File: src/design/sld_defs.svh
// Offsets, field positions, reset values and widths of the serial link DMA control block
// Operation
// Per-source enables gate the interrupt output
// Write one clears pending source, zero ignored
// Status shows rx descriptor empty, tx full
// Push bit sends write value to FIFO
// Pop bit removes entry, shows read value
// Transmit idle flag reads one when parked
// Transmit begin loads first descriptor address
// Transmit halt stops descriptor processing
// Transmit resume continues from last address
// Transmit first address holds low 20 bits
// Receive idle flag reads one when parked
// Receive begin starts, halt stops chain
// Receive append continues with new descriptors
// Receive first address holds low 20 bits
// Software zeroes reserved secondary configuration bits
// Transmit frame end descriptor address captured
// Interrupt enables reset to all zeros
// Pending bits latch events, OR with enables; the code ANDs the pending bits with the enables instead
`ifndef SLD_DEFS_SVH
`define SLD_DEFS_SVH

// Register byte offsets
`define SLD_OFS_STATUS   8'h04
`define SLD_OFS_ENABLE   8'h0C
`define SLD_OFS_CLEAR    8'h10
`define SLD_OFS_FIFO_ST  8'h14
`define SLD_OFS_PUSH     8'h18
`define SLD_OFS_POP      8'h20
`define SLD_OFS_TXLINK   8'h24
`define SLD_OFS_RXLINK   8'h28
`define SLD_OFS_CONF1    8'h2C
`define SLD_OFS_TXEOF    8'h38

// Widths
`define SLD_IRQ_W        16
`define SLD_LINK_AW      20
`define SLD_BYTE_W       8
`define SLD_CONF1_W      4

// Field positions
`define SLD_LINK_HALT    28
`define SLD_LINK_BEGIN   29
`define SLD_LINK_RESUME  30
`define SLD_LINK_IDLE    31
`define SLD_PUSH_BIT     16
`define SLD_POP_BIT      16
`define SLD_EMPTY_BIT    0
`define SLD_FULL_BIT     1
`define SLD_IRQ_RX_DONE  4
`define SLD_IRQ_TX_DONE  7
`define SLD_IRQ_TX_EOF   8

// Reset values and fixed upper descriptor address bits
`define SLD_RST_ENABLE   16'h0000
`define SLD_RST_CONF1    4'h0
`define SLD_DESC_BASE    12'h000

`endif

File: src/design/sld_pkg.sv
// Types shared by the serial link DMA control block
`include "sld_defs.svh"

package sld_pkg;

    // Descriptor engine states
    typedef enum logic [0:0] {
        SLD_IDLE  = 1'b0,
        SLD_FETCH = 1'b1
    } sld_state_t;

    // Descriptor fetch request
    typedef struct packed {
        logic        valid;
        logic [31:0] addr;
    } sld_desc_req_t;

    // Descriptor fetch answer
    typedef struct packed {
        logic                    ack;
        logic                    eof;
        logic                    last;
        logic [`SLD_LINK_AW-1:0] next;
    } sld_desc_rsp_t;

endpackage

File: src/design/sld_top.sv
// Descriptor chain engine and Wishbone register block of the serial link DMA
//
// The Wishbone slave port was decided locally.
`include "sld_defs.svh"
`timescale 1ns/100ps
`default_nettype none

////////////////////////////////////////////////////////////////////////////////
module sld_chain (
    input  wire logic                    clk_i,
    input  wire logic                    rst_i,
    input  wire logic                    begin_i,
    input  wire logic                    halt_i,
    input  wire logic                    resume_i,
    input  wire logic [`SLD_LINK_AW-1:0] first_addr_i,
    input  wire sld_pkg::sld_desc_rsp_t  rsp_i,
    output var  sld_pkg::sld_desc_req_t  req_o,
    output logic                         idle_o,
    output logic                         done_o,
    output logic                         eof_o,
    output logic [31:0]                  eof_addr_o
);

    sld_pkg::sld_state_t     state;
    logic [`SLD_LINK_AW-1:0] cur;
    logic                    take;

    // Request and idle view of the state
    assign req_o.valid = (state == sld_pkg::SLD_FETCH);
    assign req_o.addr  = {`SLD_DESC_BASE, cur};
    assign idle_o      = (state == sld_pkg::SLD_IDLE);
    assign take        = req_o.valid & rsp_i.ack;

    // Chain walk: halt beats begin, begin beats resume
    always_ff @(posedge clk_i) begin
        if (rst_i) begin
            state <= sld_pkg::SLD_IDLE;
            cur   <= {`SLD_LINK_AW{1'b0}};
        end else if (halt_i) begin
            state <= sld_pkg::SLD_IDLE;
        end else if (begin_i) begin
            state <= sld_pkg::SLD_FETCH;
            cur   <= first_addr_i;
        end else if (resume_i) begin
            state <= sld_pkg::SLD_FETCH;
        end else if (take) begin
            if (rsp_i.last) begin
                state <= sld_pkg::SLD_IDLE;
            end else begin
                cur <= rsp_i.next;
            end
        end
    end

    // Completion pulses and frame end capture
    always_ff @(posedge clk_i) begin
        if (rst_i) begin
            done_o     <= 1'b0;
            eof_o      <= 1'b0;
            eof_addr_o <= 32'h0000_0000;
        end else begin
            done_o <= take & ~halt_i;
            eof_o  <= take & rsp_i.eof & ~halt_i;
            if (take & rsp_i.eof & ~halt_i) begin
                eof_addr_o <= req_o.addr;
            end
        end
    end

endmodule

////////////////////////////////////////////////////////////////////////////////
module sld_top (
    input  wire logic                   clk_i,
    input  wire logic                   rst_i,
    input  wire logic                   cyc_i,
    input  wire logic                   stb_i,
    input  wire logic                   we_i,
    input  wire logic [7:0]             adr_i,
    input  wire logic [3:0]             sel_i,
    input  wire logic [31:0]            dat_i,
    output logic [31:0]                 dat_o,
    output logic                        ack_o,
    output logic                        irq_o,
    input  wire logic [`SLD_IRQ_W-1:0]  events_i,
    input  wire logic                   rx_desc_fifo_empty_i,
    input  wire logic                   tx_desc_fifo_full_i,
    output logic                        out_fifo_push_o,
    output logic [`SLD_BYTE_W-1:0]      out_fifo_data_o,
    output logic                        in_fifo_pop_o,
    input  wire logic [`SLD_BYTE_W-1:0] in_fifo_data_i,
    output var  sld_pkg::sld_desc_req_t tx_desc_req_o,
    input  wire sld_pkg::sld_desc_rsp_t tx_desc_rsp_i,
    output var  sld_pkg::sld_desc_req_t rx_desc_req_o,
    input  wire sld_pkg::sld_desc_rsp_t rx_desc_rsp_i,
    output logic [`SLD_CONF1_W-1:0]     sec_conf_o
);

    // Byte lane mask from the Wishbone selects
    function automatic logic [31:0] sld_bytes(input logic [3:0] sel);
        logic [31:0] m;
        m = 32'h0000_0000;
        for (int b = 0; b < 4; b++) begin
            m[b*8 +: 8] = {8{sel[b]}};
        end
        return m;
    endfunction

    // Byte lane merge of write data into an old value
    function automatic logic [31:0] sld_merge(input logic [31:0] old,
                                              input logic [31:0] wr,
                                              input logic [3:0]  sel);
        logic [31:0] m;
        m = sld_bytes(sel);
        return (old & ~m) | (wr & m);
    endfunction

    logic                    wb_take;
    logic                    wr_take;
    logic                    rd_take;
    logic [7:0]              word;
    logic [31:0]             wdat;
    logic [`SLD_BYTE_W-1:0]  push_data;
    logic [31:0]             next_rdata;
    logic [`SLD_IRQ_W-1:0]   ena;
    logic [`SLD_IRQ_W-1:0]   pend;
    logic [`SLD_IRQ_W-1:0]   ev;
    logic [`SLD_IRQ_W-1:0]   clr_w1c;
    logic [`SLD_IRQ_W-1:0]   clr_rd;
    logic [`SLD_LINK_AW-1:0] tx_first;
    logic [`SLD_LINK_AW-1:0] rx_first;
    logic [`SLD_LINK_AW-1:0] next_tx_first;
    logic [`SLD_LINK_AW-1:0] next_rx_first;
    logic [`SLD_BYTE_W-1:0]  in_value;
    logic                    tx_begin;
    logic                    tx_halt;
    logic                    tx_resume;
    logic                    rx_begin;
    logic                    rx_halt;
    logic                    rx_resume;
    logic                    tx_idle;
    logic                    rx_idle;
    logic                    tx_done;
    logic                    tx_eof;
    logic                    rx_done;
    logic [31:0]             tx_eof_addr;
    logic [31:0]             tx_req_addr;

    ////////////////////////////////////////////////////////////////////////////
    // Bus decode: one access taken per request, answered one cycle later
    assign wb_take   = cyc_i & stb_i & ~ack_o;
    assign wr_take   = wb_take & we_i;
    assign rd_take   = wb_take & ~we_i;
    assign word      = {adr_i[7:2], 2'b00};
    assign wdat      = dat_i & sld_bytes(sel_i);
    assign push_data = dat_i[`SLD_BYTE_W-1:0];

    // Acknowledge, dropped the cycle after it is given
    always_ff @(posedge clk_i) begin
        if (rst_i) begin
            ack_o <= 1'b0;
        end else begin
            ack_o <= wb_take;
        end
    end

    // Chain control triggers
    assign tx_begin  = wr_take && (word == `SLD_OFS_TXLINK) && wdat[`SLD_LINK_BEGIN];
    assign tx_halt   = wr_take && (word == `SLD_OFS_TXLINK) && wdat[`SLD_LINK_HALT];
    assign tx_resume = wr_take && (word == `SLD_OFS_TXLINK) && wdat[`SLD_LINK_RESUME];
    assign rx_begin  = wr_take && (word == `SLD_OFS_RXLINK) && wdat[`SLD_LINK_BEGIN];
    assign rx_halt   = wr_take && (word == `SLD_OFS_RXLINK) && wdat[`SLD_LINK_HALT];
    assign rx_resume = wr_take && (word == `SLD_OFS_RXLINK) && wdat[`SLD_LINK_RESUME];

    // First addresses after this write, so a begin in the same write sees them
    assign next_tx_first = (wr_take && (word == `SLD_OFS_TXLINK))
                           ? 20'(sld_merge({12'h000, tx_first}, dat_i, sel_i)) : tx_first;
    assign next_rx_first = (wr_take && (word == `SLD_OFS_RXLINK))
                           ? 20'(sld_merge({12'h000, rx_first}, dat_i, sel_i)) : rx_first;

    ////////////////////////////////////////////////////////////////////////////
    // Writable configuration registers
    always_ff @(posedge clk_i) begin
        if (rst_i) begin
            ena        <= `SLD_RST_ENABLE;
            tx_first   <= {`SLD_LINK_AW{1'b0}};
            rx_first   <= {`SLD_LINK_AW{1'b0}};
            sec_conf_o <= `SLD_RST_CONF1;
        end else if (wr_take) begin
            if (word == `SLD_OFS_ENABLE) begin
                ena <= 16'(sld_merge({16'h0000, ena}, dat_i, sel_i));
            end else if (word == `SLD_OFS_TXLINK) begin
                tx_first <= next_tx_first;
            end else if (word == `SLD_OFS_RXLINK) begin
                rx_first <= next_rx_first;
            end else if (word == `SLD_OFS_CONF1) begin
                sec_conf_o <= 4'(sld_merge({28'h000_0000, sec_conf_o}, dat_i, sel_i));
            end
        end
    end

    ////////////////////////////////////////////////////////////////////////////
    // Outbound push: write value stored, push bit gives a one-cycle strobe
    always_ff @(posedge clk_i) begin
        if (rst_i) begin
            out_fifo_push_o <= 1'b0;
            out_fifo_data_o <= {`SLD_BYTE_W{1'b0}};
        end else begin
            out_fifo_push_o <= wr_take && (word == `SLD_OFS_PUSH) && wdat[`SLD_PUSH_BIT];
            if (wr_take && (word == `SLD_OFS_PUSH) && sel_i[0]) begin
                out_fifo_data_o <= push_data;
            end
        end
    end

    // Inbound pop: strobe, then head entry captured as the read value
    always_ff @(posedge clk_i) begin
        if (rst_i) begin
            in_fifo_pop_o <= 1'b0;
            in_value      <= {`SLD_BYTE_W{1'b0}};
        end else begin
            in_fifo_pop_o <= wr_take && (word == `SLD_OFS_POP) && wdat[`SLD_POP_BIT];
            if (in_fifo_pop_o) begin
                in_value <= in_fifo_data_i;
            end
        end
    end

    ////////////////////////////////////////////////////////////////////////////
    // Descriptor engines
    sld_chain u_tx (
        .clk_i        (clk_i),
        .rst_i        (rst_i),
        .begin_i      (tx_begin),
        .halt_i       (tx_halt),
        .resume_i     (tx_resume),
        .first_addr_i (next_tx_first),
        .rsp_i        (tx_desc_rsp_i),
        .req_o        (tx_desc_req_o),
        .idle_o       (tx_idle),
        .done_o       (tx_done),
        .eof_o        (tx_eof),
        .eof_addr_o   (tx_eof_addr)
    );

    // Receive append re-reads the last descriptor to pick up its new link
    sld_chain u_rx (
        .clk_i        (clk_i),
        .rst_i        (rst_i),
        .begin_i      (rx_begin),
        .halt_i       (rx_halt),
        .resume_i     (rx_resume),
        .first_addr_i (next_rx_first),
        .rsp_i        (rx_desc_rsp_i),
        .req_o        (rx_desc_req_o),
        .idle_o       (rx_idle),
        .done_o       (rx_done),
        .eof_o        (),
        .eof_addr_o   ()
    );

    assign tx_req_addr = tx_desc_req_o.addr;

    ////////////////////////////////////////////////////////////////////////////
    // Event vector: outside sources plus engine completions
    always_comb begin
        ev                   = events_i;
        ev[`SLD_IRQ_TX_DONE] = events_i[`SLD_IRQ_TX_DONE] | tx_done;
        ev[`SLD_IRQ_TX_EOF]  = events_i[`SLD_IRQ_TX_EOF] | tx_eof;
        ev[`SLD_IRQ_RX_DONE] = events_i[`SLD_IRQ_RX_DONE] | rx_done;
    end

    // Clear sources: write-one clear register and read of the status
    assign clr_w1c = (wr_take && (word == `SLD_OFS_CLEAR)) ? wdat[`SLD_IRQ_W-1:0]
                                                           : 16'h0000;
    assign clr_rd  = (rd_take && (word == `SLD_OFS_STATUS)) ? 16'hFFFF : 16'h0000;

    // Sticky pending bits, a new event wins over a clear
    always_ff @(posedge clk_i) begin
        if (rst_i) begin
            pend <= 16'h0000;
        end else begin
            pend <= (pend & ~clr_w1c & ~clr_rd) | ev;
        end
    end

    // Level interrupt from unmasked pending bits
    always_ff @(posedge clk_i) begin
        if (rst_i) begin
            irq_o <= 1'b0;
        end else begin
            irq_o <= |(((pend & ~clr_w1c & ~clr_rd) | ev) & ena);
        end
    end

    ////////////////////////////////////////////////////////////////////////////
    // Read data select; unmapped and write-only words read as zero
    always_comb begin
        next_rdata = 32'h0000_0000;
        if (word == `SLD_OFS_STATUS) begin
            next_rdata[`SLD_IRQ_W-1:0] = pend;
        end else if (word == `SLD_OFS_ENABLE) begin
            next_rdata[`SLD_IRQ_W-1:0] = ena;
        end else if (word == `SLD_OFS_FIFO_ST) begin
            next_rdata[`SLD_EMPTY_BIT] = rx_desc_fifo_empty_i;
            next_rdata[`SLD_FULL_BIT]  = tx_desc_fifo_full_i;
        end else if (word == `SLD_OFS_PUSH) begin
            next_rdata[`SLD_BYTE_W-1:0] = out_fifo_data_o;
        end else if (word == `SLD_OFS_POP) begin
            next_rdata[`SLD_BYTE_W-1:0] = in_value;
        end else if (word == `SLD_OFS_TXLINK) begin
            next_rdata[`SLD_LINK_IDLE]    = tx_idle;
            next_rdata[`SLD_LINK_AW-1:0]  = tx_first;
        end else if (word == `SLD_OFS_RXLINK) begin
            next_rdata[`SLD_LINK_IDLE]    = rx_idle;
            next_rdata[`SLD_LINK_AW-1:0]  = rx_first;
        end else if (word == `SLD_OFS_CONF1) begin
            next_rdata[`SLD_CONF1_W-1:0] = sec_conf_o;
        end else if (word == `SLD_OFS_TXEOF) begin
            next_rdata = tx_eof_addr;
        end
    end

    // Read data register, loaded when a read is taken
    always_ff @(posedge clk_i) begin
        if (rst_i) begin
            dat_o <= 32'h0000_0000;
        end else if (rd_take) begin
            dat_o <= next_rdata;
        end
    end
endmodule

`default_nettype wire

File: config.mk
export PLATFORM = sky130hd
export DESIGN_NAME = sld_top
export DESIGN_NICKNAME = d
export VERILOG_FILES = /design/src/design/sld_pkg.sv /design/src/design/sld_top.sv
export VERILOG_INCLUDE_DIRS = /design/src /design/src/design
export SDC_FILE = /design/constraint.sdc
export NUM_CORES = 1
export LEC_CHECK = 0
export ABC_CLOCK_PERIOD_IN_PS = 2200
export BUFFER_PORTS_ARGS = -buffer_cell sky130_fd_sc_hd__buf_2
export CORE_ASPECT_RATIO = 1.2
export CORE_UTILIZATION = 48
export DETAILED_ROUTE_END_ITERATION = 10
export GPL_TIMING_DRIVEN = 0
export PLACE_DENSITY = 0.77
export SETUP_SLACK_MARGIN = 0.1
export SYNTH_ARGS = -nofsm -noshare
export SYNTH_HDL_FRONTEND = slang
export SYNTH_SLANG_ARGS = --single-unit
File: constraint.sdc
create_clock -name clk_i -period 2.2 [get_ports clk_i]
set_input_delay 0.44 -clock clk_i [delete_from_list [all_inputs] [get_ports clk_i]]
set_output_delay 0.44 -clock clk_i [all_outputs]
set_load 0.05 [all_outputs]
==> results of run 1 <==
## critical path, delay by kind of cell
kind,cells,cell delay [ns]
compound gates,4,0.72
buf+inv,2,0.36
simple gates,2,0.88
## layout make-up
class / count / area (sq um) / area share, %
inverter: 12 / 45.0 / 0.411
clock inverter: 9 / 118 / 1.07
tap: 216 / 270 / 2.47
timing repair buffer: 211 / 1150 / 10.5
buffer: 104 / 678 / 6.19
sequential: 182 / 3650 / 33.3
multi-input combinational: 663 / 4580 / 41.8
clock buffer: 22 / 474 / 4.33
## power by group
group	internal, mW	switching, mW
Clock	1.77	1.33
Combinational	0.246	0.518
Sequential	3.33	0.0169
## how the worst max path moves through the flow
| stage | startpoint | endpoint | slack, ns | cells past startpoint |
|---|---|---|---|---|
| after global routing | adr_i[5] | flop | 0.03 | 8 |
| after detailed placement | adr_i[3] | irq_o | -0.58 | 8 |
| final | adr_i[7] | irq_o | 0.07 | 8 |
| after CTS | ack_o | u_tx.eof_addr_o[9] | 0.03 | 8 |
| after floorplan | adr_i[3] | irq_o | 0.09 | 6 |
| after global placement | adr_i[3] | irq_o | -0.56 | 8 |
## stage by stage
stage | instance area (sq um) | instances | hold WS (ns) | TNS, ns | total power [mW]
floorplan | 8580 | 961 | 0.430 | 0 | 3.86
global placement | 9780 | 1362 | 0.424 | -47.86 | 4.12
detailed placement | 9780 | 1362 | 0.430 | -54.23 | 4.12
CTS | 10700 | 1414 | 0.229 | 0 | 7.18
global route | 11000 | 1419 | 0.237 | 0 | 7.40
finish | 11000 | 1419 | 0.231 | 0 | 7.21
## cell families (layout without fill, tap and decap cells)
group,Yosys count,in the layout,share of synthesized area (%)
mux,121,121,14.5
flops,182,182,43.2
other cells,1,35,0.0444
buf+inv,116,358,7.80
simple gates,294,294,16.9
compound gates,213,213,17.6
## layer usage
layer	global-route usage [%]	up-vias	wire length, microns
met5	0	-	0
met4	15.0	0	1020
met3	6.68	65	2700
met2	51.6	451	13900
met1	40.6	3920	11400
li1	-	3803	-
## timing repair
action	CTS	global route
pin swaps	12	10
resized for setup	45	50
gates cloned	2	0
endpoints found under the setup margin	134	93
setup buffers	19	5
## Yosys cell counts (all sizes together) (2+ instances only)
| library cell | number |
|---|---|
| nand3 | 11 |
| mux2i | 110 |
| dfxtp | 182 |
| nor4 | 6 |
| clkbuf | 34 |
| nor2 | 152 |
| a221o | 8 |
| inv | 12 |
| nor3 | 11 |
| a31o | 3 |
| nor2b | 6 |
| a2111oi | 4 |
| mux2 | 11 |
| o2111a | 2 |
| nand2 | 60 |
| and4 | 6 |
| a221oi | 21 |
| o21a | 4 |
| o22ai | 4 |
| nor4b | 2 |
| a41oi | 2 |
| o21ai | 13 |
| a311oi | 7 |
| nand4 | 9 |
| a211oi | 5 |
| a31oi | 2 |
| o311a | 4 |
| a222oi | 7 |
| and2 | 19 |
| a41o | 2 |
| a2bb2oi | 5 |
| and3 | 3 |
| a21oi | 98 |
| a22oi | 13 |
| o32ai | 2 |
| buf | 70 |
==> results.sh, run 1 <==
export IMPL_outcome="finished, final reports clean"
export IMPL_synth_enable_flop_cells=0
export IMPL_clk_latency_ns=0.44
export IMPL_rrSetupSlack_ns=0.10
export IMPL_die_y_microns=147
export IMPL_p_leak_nw=4.89
export IMPL_numCtsBuffers=17
export IMPL_arrival_ns=2.41
export IMPL_cp_max_fo=10
export IMPL_final_max_slew_viol_count=0
export IMPL_antenna_found_initial=0
export IMPL_drt_initial_drc_count=828
export IMPL_maxCapViolCount=0
export IMPL_cts_reportedPaths_clkPinSlew_ns=0.07
export IMPL_coreArea_sq_mm=0.0170
export IMPL_synth_top_area_share_pct=43.2
export IMPL_totalWireLength_microns=29100
export IMPL_area_growth_pct=29.8
export IMPL_final_common_cell="buf_2"
export IMPL_wl_per_cell_microns=20.5
export IMPL_synth_warnings=0
export IMPL_synth_area_leaders="dfxtp_1 43%, mux2i_1 13%, nor2_1 6.5%, a21oi_1 5.8%, buf_4 3.6%"
export IMPL_hold_violations=0
export IMPL_skew_ns=0.00818
export IMPL_critPathKind="in2reg"
export IMPL_min_from="events_i[2]"
export IMPL_rsz0062_at_grt="true"
export IMPL_ys_types=67
export IMPL_worstMarginPinSlew_ns=0.834
export IMPL_hold_end="pend[2]"
export IMPL_synth_area_sq_mm=0.00844
export IMPL_rows=52
export IMPL_yosysSeqAreaShare_pct=43.2
export IMPL_vdd_drop_max_mv=0.554
export IMPL_port_buffers=185
export IMPL_dp_slack_ns=-0.582
export IMPL_grt_first_pass_wirelength_microns=43000
export IMPL_timing_fmax_ghz=0.470
export IMPL_dieArea_sq_mm=0.0181
export IMPL_max_stage_delay_ns=0.58
export IMPL_hp_class="in2reg"
export IMPL_r2r_start="ack_o"
export IMPL_gr_total_overflow=0
export IMPL_fp_dieW_microns=123
export IMPL_ant_nets=0
export IMPL_drt_first_pass_iters=5
export IMPL_crit_path_start_kind="input port"
export IMPL_dp_hpwl_microns=21400
export IMPL_cts_tree="built"
export IMPL_r2r_worst_path_cells=8
export IMPL_period_needed_ns=2.13
export IMPL_start_util_pct=49.5
export IMPL_clock_path_buffers=2
export IMPL_slowest_stage="or4b_4"
export IMPL_power_per_cell_area_mw_per_mm2=658
export IMPL_avgViaCountPerCell=5.81
export IMPL_nets=1312
export IMPL_drc=0
export IMPL_syn_avg_cell_area_sq_um=9.11
export IMPL_layout_drive_gt1_share_pct=32.0
export IMPL_ios=235
export IMPL_reg2reg_to="irq_o"
export IMPL_min_path_cells=2
export IMPL_setup_violations=0
export IMPL_synth_cells=927
export IMPL_root_buffer="clkbuf_16"
export IMPL_diodes=0
export IMPL_grt_max_degree=17
export IMPL_yosysTopAreaCell="dfxtp_1"
export IMPL_postLayoutCoreUtil_pct=64.3
export IMPL_place_congestion=0.959
export IMPL_clkSinkCount=182
export IMPL_vias=8239
export IMPL_final_cell_mix="198 x buf_2, 181 x dfxtp_1, 146 x nor2_1"
export IMPL_worst_setup_path_end_kind="flop"
export IMPL_synth_main_ff_cell="dfxtp_1"
export IMPL_timing_final_crit_share_pct=96.7
export IMPL_htree_levels=4
export IMPL_relSlewSlack_pct=44.4
export IMPL_fillers=1468
export IMPL_track_usage_pct=32.0
export IMPL_hold_buffers=0
export IMPL_grt_pass1_vias=7677
export IMPL_cp_cell_sequence="buf_2 -> or4b_4 -> nor3_4 -> buf_6 -> a221oi_1 -> o21ai_1 -> o2111a_2 -> a41oi_2"
export IMPL_synth_seq_cells=182
export IMPL_async_reset_ff_share_pct=0
export IMPL_critPathRequiredTime_ns=2.49
export IMPL_setup_ws_ns=0.0732
Note: power is estimated with default switching activity, not from simulation.
==> inputs of run 2 (changes only) <==
Settings changed: ABC_AREA set to 1, ABC_CLOCK_PERIOD_IN_PS 2200 to 2500, CORE_UTILIZATION 48 to 49, PLACE_DENSITY 0.77 to 0.76.
Clock period 2.2 ns to 2.5 ns, I/O delays scaled along.
==> results.sh, run 2 <==
export IMPL_outcome="finished, final reports clean"
export IMPL_dp_slack_ns=-0.0265
export IMPL_clock_path_buffers=2
export IMPL_reg2reg_to="dat_o[11]"
export IMPL_dp_hpwl_microns=20900
export IMPL_cp_max_fo=10
export IMPL_rsz0062_at_grt="false"
export IMPL_area_growth_pct=22.7
export IMPL_diodes=0
export IMPL_whs_ns=0.285
export IMPL_final_max_slew_viol_count=0
export IMPL_setup_violations=0
export IMPL_drc=0
export IMPL_cp_startpoint="ack_o"
export IMPL_cts_reportedPaths_clkPinSlew_ns=0.07
export IMPL_nets=1539
export IMPL_antenna_found_initial=0
export IMPL_post_cts_resize_count=0
export IMPL_synth_area_leaders="dfxtp_1 43%, nand2_1 11%, a21oi_1 8.2%, nor2_1 6.7%, o21ai_0 5.4%"
export IMPL_yosysTopAreaCell="dfxtp_1"
export IMPL_place_congestion=0.910
export IMPL_clk_latency_ns=0.44
export IMPL_clkSinkCount=182
export IMPL_synth_seq_cells=182
export IMPL_fp_dieW_microns=122
export IMPL_setup_ws_ns=0.259
export IMPL_r2r_worst_path_cells=8
export IMPL_wl_per_cell_microns=16.7
export IMPL_layout_drive_gt1_share_pct=22.0
export IMPL_async_reset_ff_share_pct=0
export IMPL_fillers=1614
export IMPL_maxCapViolCount=0
export IMPL_synth_area_sq_mm=0.00851
export IMPL_gr_total_overflow=0
export IMPL_numCtsBuffers=17
export IMPL_start_util_pct=50.3
export IMPL_vias=8820
export IMPL_crit_path_start_kind="flop"
export IMPL_cts_setup_buffers=0
export IMPL_coreArea_sq_mm=0.0169
export IMPL_critPathRequiredTime_ns=2.87
export IMPL_power_mw=6.33
export IMPL_ff_latch_area_sq_mm=0.00364
export IMPL_dieArea_sq_mm=0.0179
export IMPL_timing_final_crit_share_pct=89.6
export IMPL_worst_setup_path_end_kind="flop"
export IMPL_yosysSeqAreaShare_pct=42.8
export IMPL_p_leak_nw=4.91
export IMPL_switching_share_pct=24.8
export IMPL_final_common_cell="nand2_1"
export IMPL_power_combinational_fraction_pct=9.7
export IMPL_synth_most_common_cell="nand2_1"
export IMPL_p_sw_mw=1.57
export IMPL_die_y_microns=146
export IMPL_ant_nets=0
export IMPL_track_usage_pct=31.1
export IMPL_power_frac_clock_pct=43.7
export IMPL_synth_main_ff_cell="dfxtp_1"
export IMPL_r2r_start="ack_o"
export IMPL_hold_buffers=0
export IMPL_p_int_mw=4.76
export IMPL_htree_levels=4
export IMPL_seqPwrFrac_pct=46.6
export IMPL_grt_first_pass_wirelength_microns=42300
export IMPL_grt_pass1_vias=8231
export IMPL_ios=235
export IMPL_synth_cells=1179
export IMPL_period_needed_ns=2.24
export IMPL_drt_initial_drc_count=771
export IMPL_multi_input_comb_area_sq_mm=0.00402
export IMPL_cp_endpoint="dat_o[11]"
export IMPL_relSlewSlack_pct=50.3
export IMPL_ys_types=40
export IMPL_hold_violations=0
export IMPL_root_buffer="clkbuf_16"
export IMPL_worstMarginPinSlew_ns=0.746
export IMPL_rrSetupSlack_ns=0.26
export IMPL_timing_fmax_ghz=0.446
export IMPL_hp_class="in2reg"
export IMPL_power_per_cell_area_mw_per_mm2=606
export IMPL_grt_max_degree=17
export IMPL_drt_first_pass_iters=5
export IMPL_min_from="in_fifo_data_i[1]"
export IMPL_syn_avg_cell_area_sq_um=7.22
export IMPL_synthTopCellsByCount="259 x nand2_1, 182 x dfxtp_1, 152 x nor2_1"
export IMPL_synth_warnings=0
export IMPL_final_cell_mix="259 x nand2_1, 200 x buf_2, 182 x dfxtp_1"
export IMPL_stdcell_count=1646
export IMPL_synth_top_area_share_pct=42.8
export IMPL_avgViaCountPerCell=5.36
export IMPL_cts_tree="built"
export IMPL_port_buffers=186
export IMPL_critPathKind="reg2reg"
export IMPL_arrival_ns=2.61
export IMPL_totalWireLength_microns=27500
export IMPL_numPlacedInstances=1615
export IMPL_synth_enable_flop_cells=0
export IMPL_skew_ns=0.00952
export IMPL_rows=52
export IMPL_vdd_drop_max_mv=0.486
run 2: cell count changes in the layout (fill, tap and decap cells not counted), sizes merged, moves of 18 or more:
cell,before,now
buf,280,248
inv,15,107
a221oi,21,3
and2,19,0
a21oi,98,139
mux2i,110,11
o21ai,13,104
nand2,60,267
run 2: worst min path at each step:
stage | depth (start not counted) | slack (ns) | endpoint
floorplan | 2 | 0.42 | u_tx.eof_addr_o[10]
global placement | 2 | 0.44 | u_tx.eof_addr_o[11]
detailed placement | 2 | 0.45 | u_tx.eof_addr_o[16]
CTS | 3 | 0.27 | in_value[1]
global route | 3 | 0.30 | in_value[6]
finish | 3 | 0.28 | in_value[1]
run 2: logic make-up after synthesis:
logic type | Yosys count | share of synthesized area [%]
multiplexers | 11 | 1.29
flip-flops | 182 | 42.8
other | 1 | 0.0440
AND/OR/NAND/NOR | 474 | 23.8
buffers and inverters | 202 | 11.5
AO/OA/AOI/OAI | 309 | 20.6
run 2: power by group through the flow:
stage	clock network (mW)	registers, mW	logic [mW]
after global placement	0	3.01	0.595
after detailed placement	0	3.01	0.600
after CTS	2.78	2.95	0.602
after floorplan	0	3.05	0.361
after global routing	2.88	2.95	0.658
final	2.77	2.95	0.612
run 2: metrics by stage:
step	util, %	setup TNS [ns]	instance area [sq um]
after global routing	61.7	0	10400
after CTS	61.7	0	10400
after detailed placement	58.2	-0.117	9840
after floorplan	-	0	8640
after global placement	58.2	-0.0167	9840
final	61.7	0	10400
run 2: critical path, cell delays in order (launching register included):
cell and delay, ns:
dfxtp_1 0.37, nor2_1 0.06, nand2_1 0.15, buf_2 0.29, clkinv_1 0.37, nand2_1 0.36, buf_2 0.31, a21oi_1 0.07
a21oi_1 0.18
run 2: per-layer routing:
metal	vias up	routed length (microns)	track usage, %
li1	4263	-	-
met1	4055	10900	37.4
met2	421	13100	52.0
met3	81	2240	6.88
met4	0	1150	14.7
met5	-	0	0
run 2: cell type report:
class | count | area share (%)
clock inverter | 8 | 1.17
buffer | 92 | 5.38
sequential | 182 | 34.9
multi-input combinational | 829 | 38.5
tap | 216 | 2.59
timing repair buffer | 186 | 8.91
inverter | 110 | 4.00
clock buffer | 23 | 4.58
==> inputs of run 3 (changes only) <==
Settings changed: ABC_CLOCK_PERIOD_IN_PS 2500 to 1800, CORE_UTILIZATION 49 to 48, PLACE_DENSITY 0.76 to 0.77.
Clock period 2.5 ns to 1.8 ns, I/O delays scaled along.
==> results.sh, run 3 (same netlist as run 2, synthesis figures left out) <==
export IMPL_setup_ws_ns=-0.0577
export IMPL_relSlewSlack_pct=43.0
export IMPL_nets=1575
export IMPL_wl_per_cell_microns=17.8
export IMPL_p_sw_mw=2.31
export IMPL_clk_latency_ns=0.45
export IMPL_worst_setup_path_end_kind="flop"
export IMPL_area_growth_pct=36.4
export IMPL_diodes=0
export IMPL_final_cell_mix="230 x nand2_1, 189 x buf_2, 181 x dfxtp_1"
export IMPL_critPathKind="reg2reg"
export IMPL_start_util_pct=48.8
export IMPL_power_frac_clock_pct=45.4
export IMPL_skew_ns=0.0102
export IMPL_ant_nets=0
export IMPL_p_int_mw=6.88
export IMPL_rrSetupSlack_ns=-0.06
export IMPL_failed_checks="negative setup slack"
export IMPL_hold_end="in_value[0]"
export IMPL_setup_violations=7
export IMPL_clkSinkCount=182
export IMPL_cts_tree="built"
export IMPL_root_buffer="clkbuf_16"
export IMPL_antenna_found_initial=0
export IMPL_cp_max_fo=8
export IMPL_coreArea_sq_mm=0.0174
export IMPL_place_congestion=0.928
export IMPL_clock_path_buffers=2
export IMPL_arrival_ns=2.17
export IMPL_dp_slack_ns=-0.569
export IMPL_seqPwrFrac_pct=44.5
export IMPL_maxCapViolCount=0
export IMPL_layout_drive_gt1_share_pct=32.3
export IMPL_stdcell_count=1687
export IMPL_hold_violations=0
export IMPL_rows=53
export IMPL_p_leak_nw=5.40
export IMPL_totalWireLength_microns=30100
export IMPL_switching_share_pct=25.1
export IMPL_dieArea_sq_mm=0.0183
export IMPL_period_needed_ns=1.86
export IMPL_min_path_cells=3
export IMPL_gr_total_overflow=0
export IMPL_numCtsBuffers=17
export IMPL_whs_ns=0.138
export IMPL_die_y_microns=148
export IMPL_dp_hpwl_microns=20900
export IMPL_port_buffers=186
export IMPL_vdd_drop_max_mv=0.767
export IMPL_vias=9310
export IMPL_ios=235
export IMPL_drt_first_pass_iters=5
export IMPL_timing_fmax_ghz=0.538
export IMPL_final_common_cell="nand2_1"
export IMPL_critPathRequiredTime_ns=2.11
export IMPL_grt_pass1_vias=8346
export IMPL_final_max_slew_viol_count=0
export IMPL_drt_initial_drc_count=1042
export IMPL_reg2reg_to="u_tx.cur[10]"
export IMPL_grt_first_pass_wirelength_microns=42800
export IMPL_cts_reportedPaths_clkPinSlew_ns=0.07
export IMPL_outcome="finished, violations left"
export IMPL_power_per_cell_area_mw_per_mm2=792
export IMPL_numPlacedInstances=1619
export IMPL_htree_levels=4
export IMPL_rsz0062_at_grt="true"
export IMPL_drc=0
export IMPL_r2r_start="ack_o"
export IMPL_hold_buffers=0
export IMPL_track_usage_pct=31.3
export IMPL_avgViaCountPerCell=5.52
export IMPL_r2r_worst_path_cells=9
export IMPL_timing_final_crit_share_pct=103
export IMPL_power_combinational_fraction_pct=10.1
export IMPL_hp_class="in2reg"
export IMPL_crit_path_start_kind="flop"
export IMPL_min_from="in_fifo_data_i[0]"
export IMPL_fp_dieW_microns=124
export IMPL_grt_max_degree=17
export IMPL_power_mw=9.19
export IMPL_worstMarginPinSlew_ns=0.855
## run 3: worst max path at each step
stage	startpoint	end	slack (ns)
after floorplan	ack_o	irq_o	0.10
after global placement	cyc_i	dat_o[12]	-0.58
after detailed placement	cyc_i	dat_o[10]	-0.57
after CTS	ack_o	u_rx.cur[1]	0.02
after global routing	ack_o	irq_o	-0.11
final	ack_o	u_tx.cur[10]	-0.06
## run 3: layer usage
layer  wire length [microns]  vias to the layer above  GRT usage [%]
li1                        -                     4353              -
met1                   11400                     4279           38.1
met2                   14400                      564           51.5
met3                    2680                      114           5.94
met4                    1550                        0           16.7
met5                       0                        -              0
## run 3: power by group through the flow
stage	Sequential, mW	Combinational, mW	Clock, mW
4_1_cts	4.09	0.857	4.14
2_1_floorplan	4.23	0.502	0
3_3_place_gp	4.18	0.827	0
6_report	4.09	0.924	4.18
5_1_grt	4.10	0.988	4.32
3_5_place_dp	4.18	0.832	0
## run 3: area by class of cell
type	instances	area [sq um]
plain buffers	92	676
clock buffers	20	457
clock inverters	12	200
fillers	1434	5830
inverters	110	442
multi-input cells	829	4610
flip-flops and latches	182	3650
well taps	220	275
repair buffers	222	1310
## run 3: worst max-delay path: stages (launching register included)
cell and delay (ns):
dfxtp_4 0.36, inv_2 0.06, nand4_4 0.12, buf_12 0.18, nor2_8 0.22, nand2_4 0.15
a22oi_2 0.34, nand2_1 0.10, o211ai_1 0.10, a21oi_1 0.08
## run 3: per-stage QoR
step	utilization (%)	area [sq um]	setup TNS (ns)
after floorplan	-	8650	0
after global placement	56.5	9860	-30.61
after detailed placement	56.5	9860	-30.64
after CTS	62.3	10900	0
after global routing	66.6	11600	-1.57
final	66.6	11600	-0.163
## run 3: what timing repair did
action                     in CTS  in global routing
pin swaps                      14                 27
gates cloned                    2                  5
setup buffers                  14                 15
setup endpoints to repair     110                 82
gates resized for setup        62                193
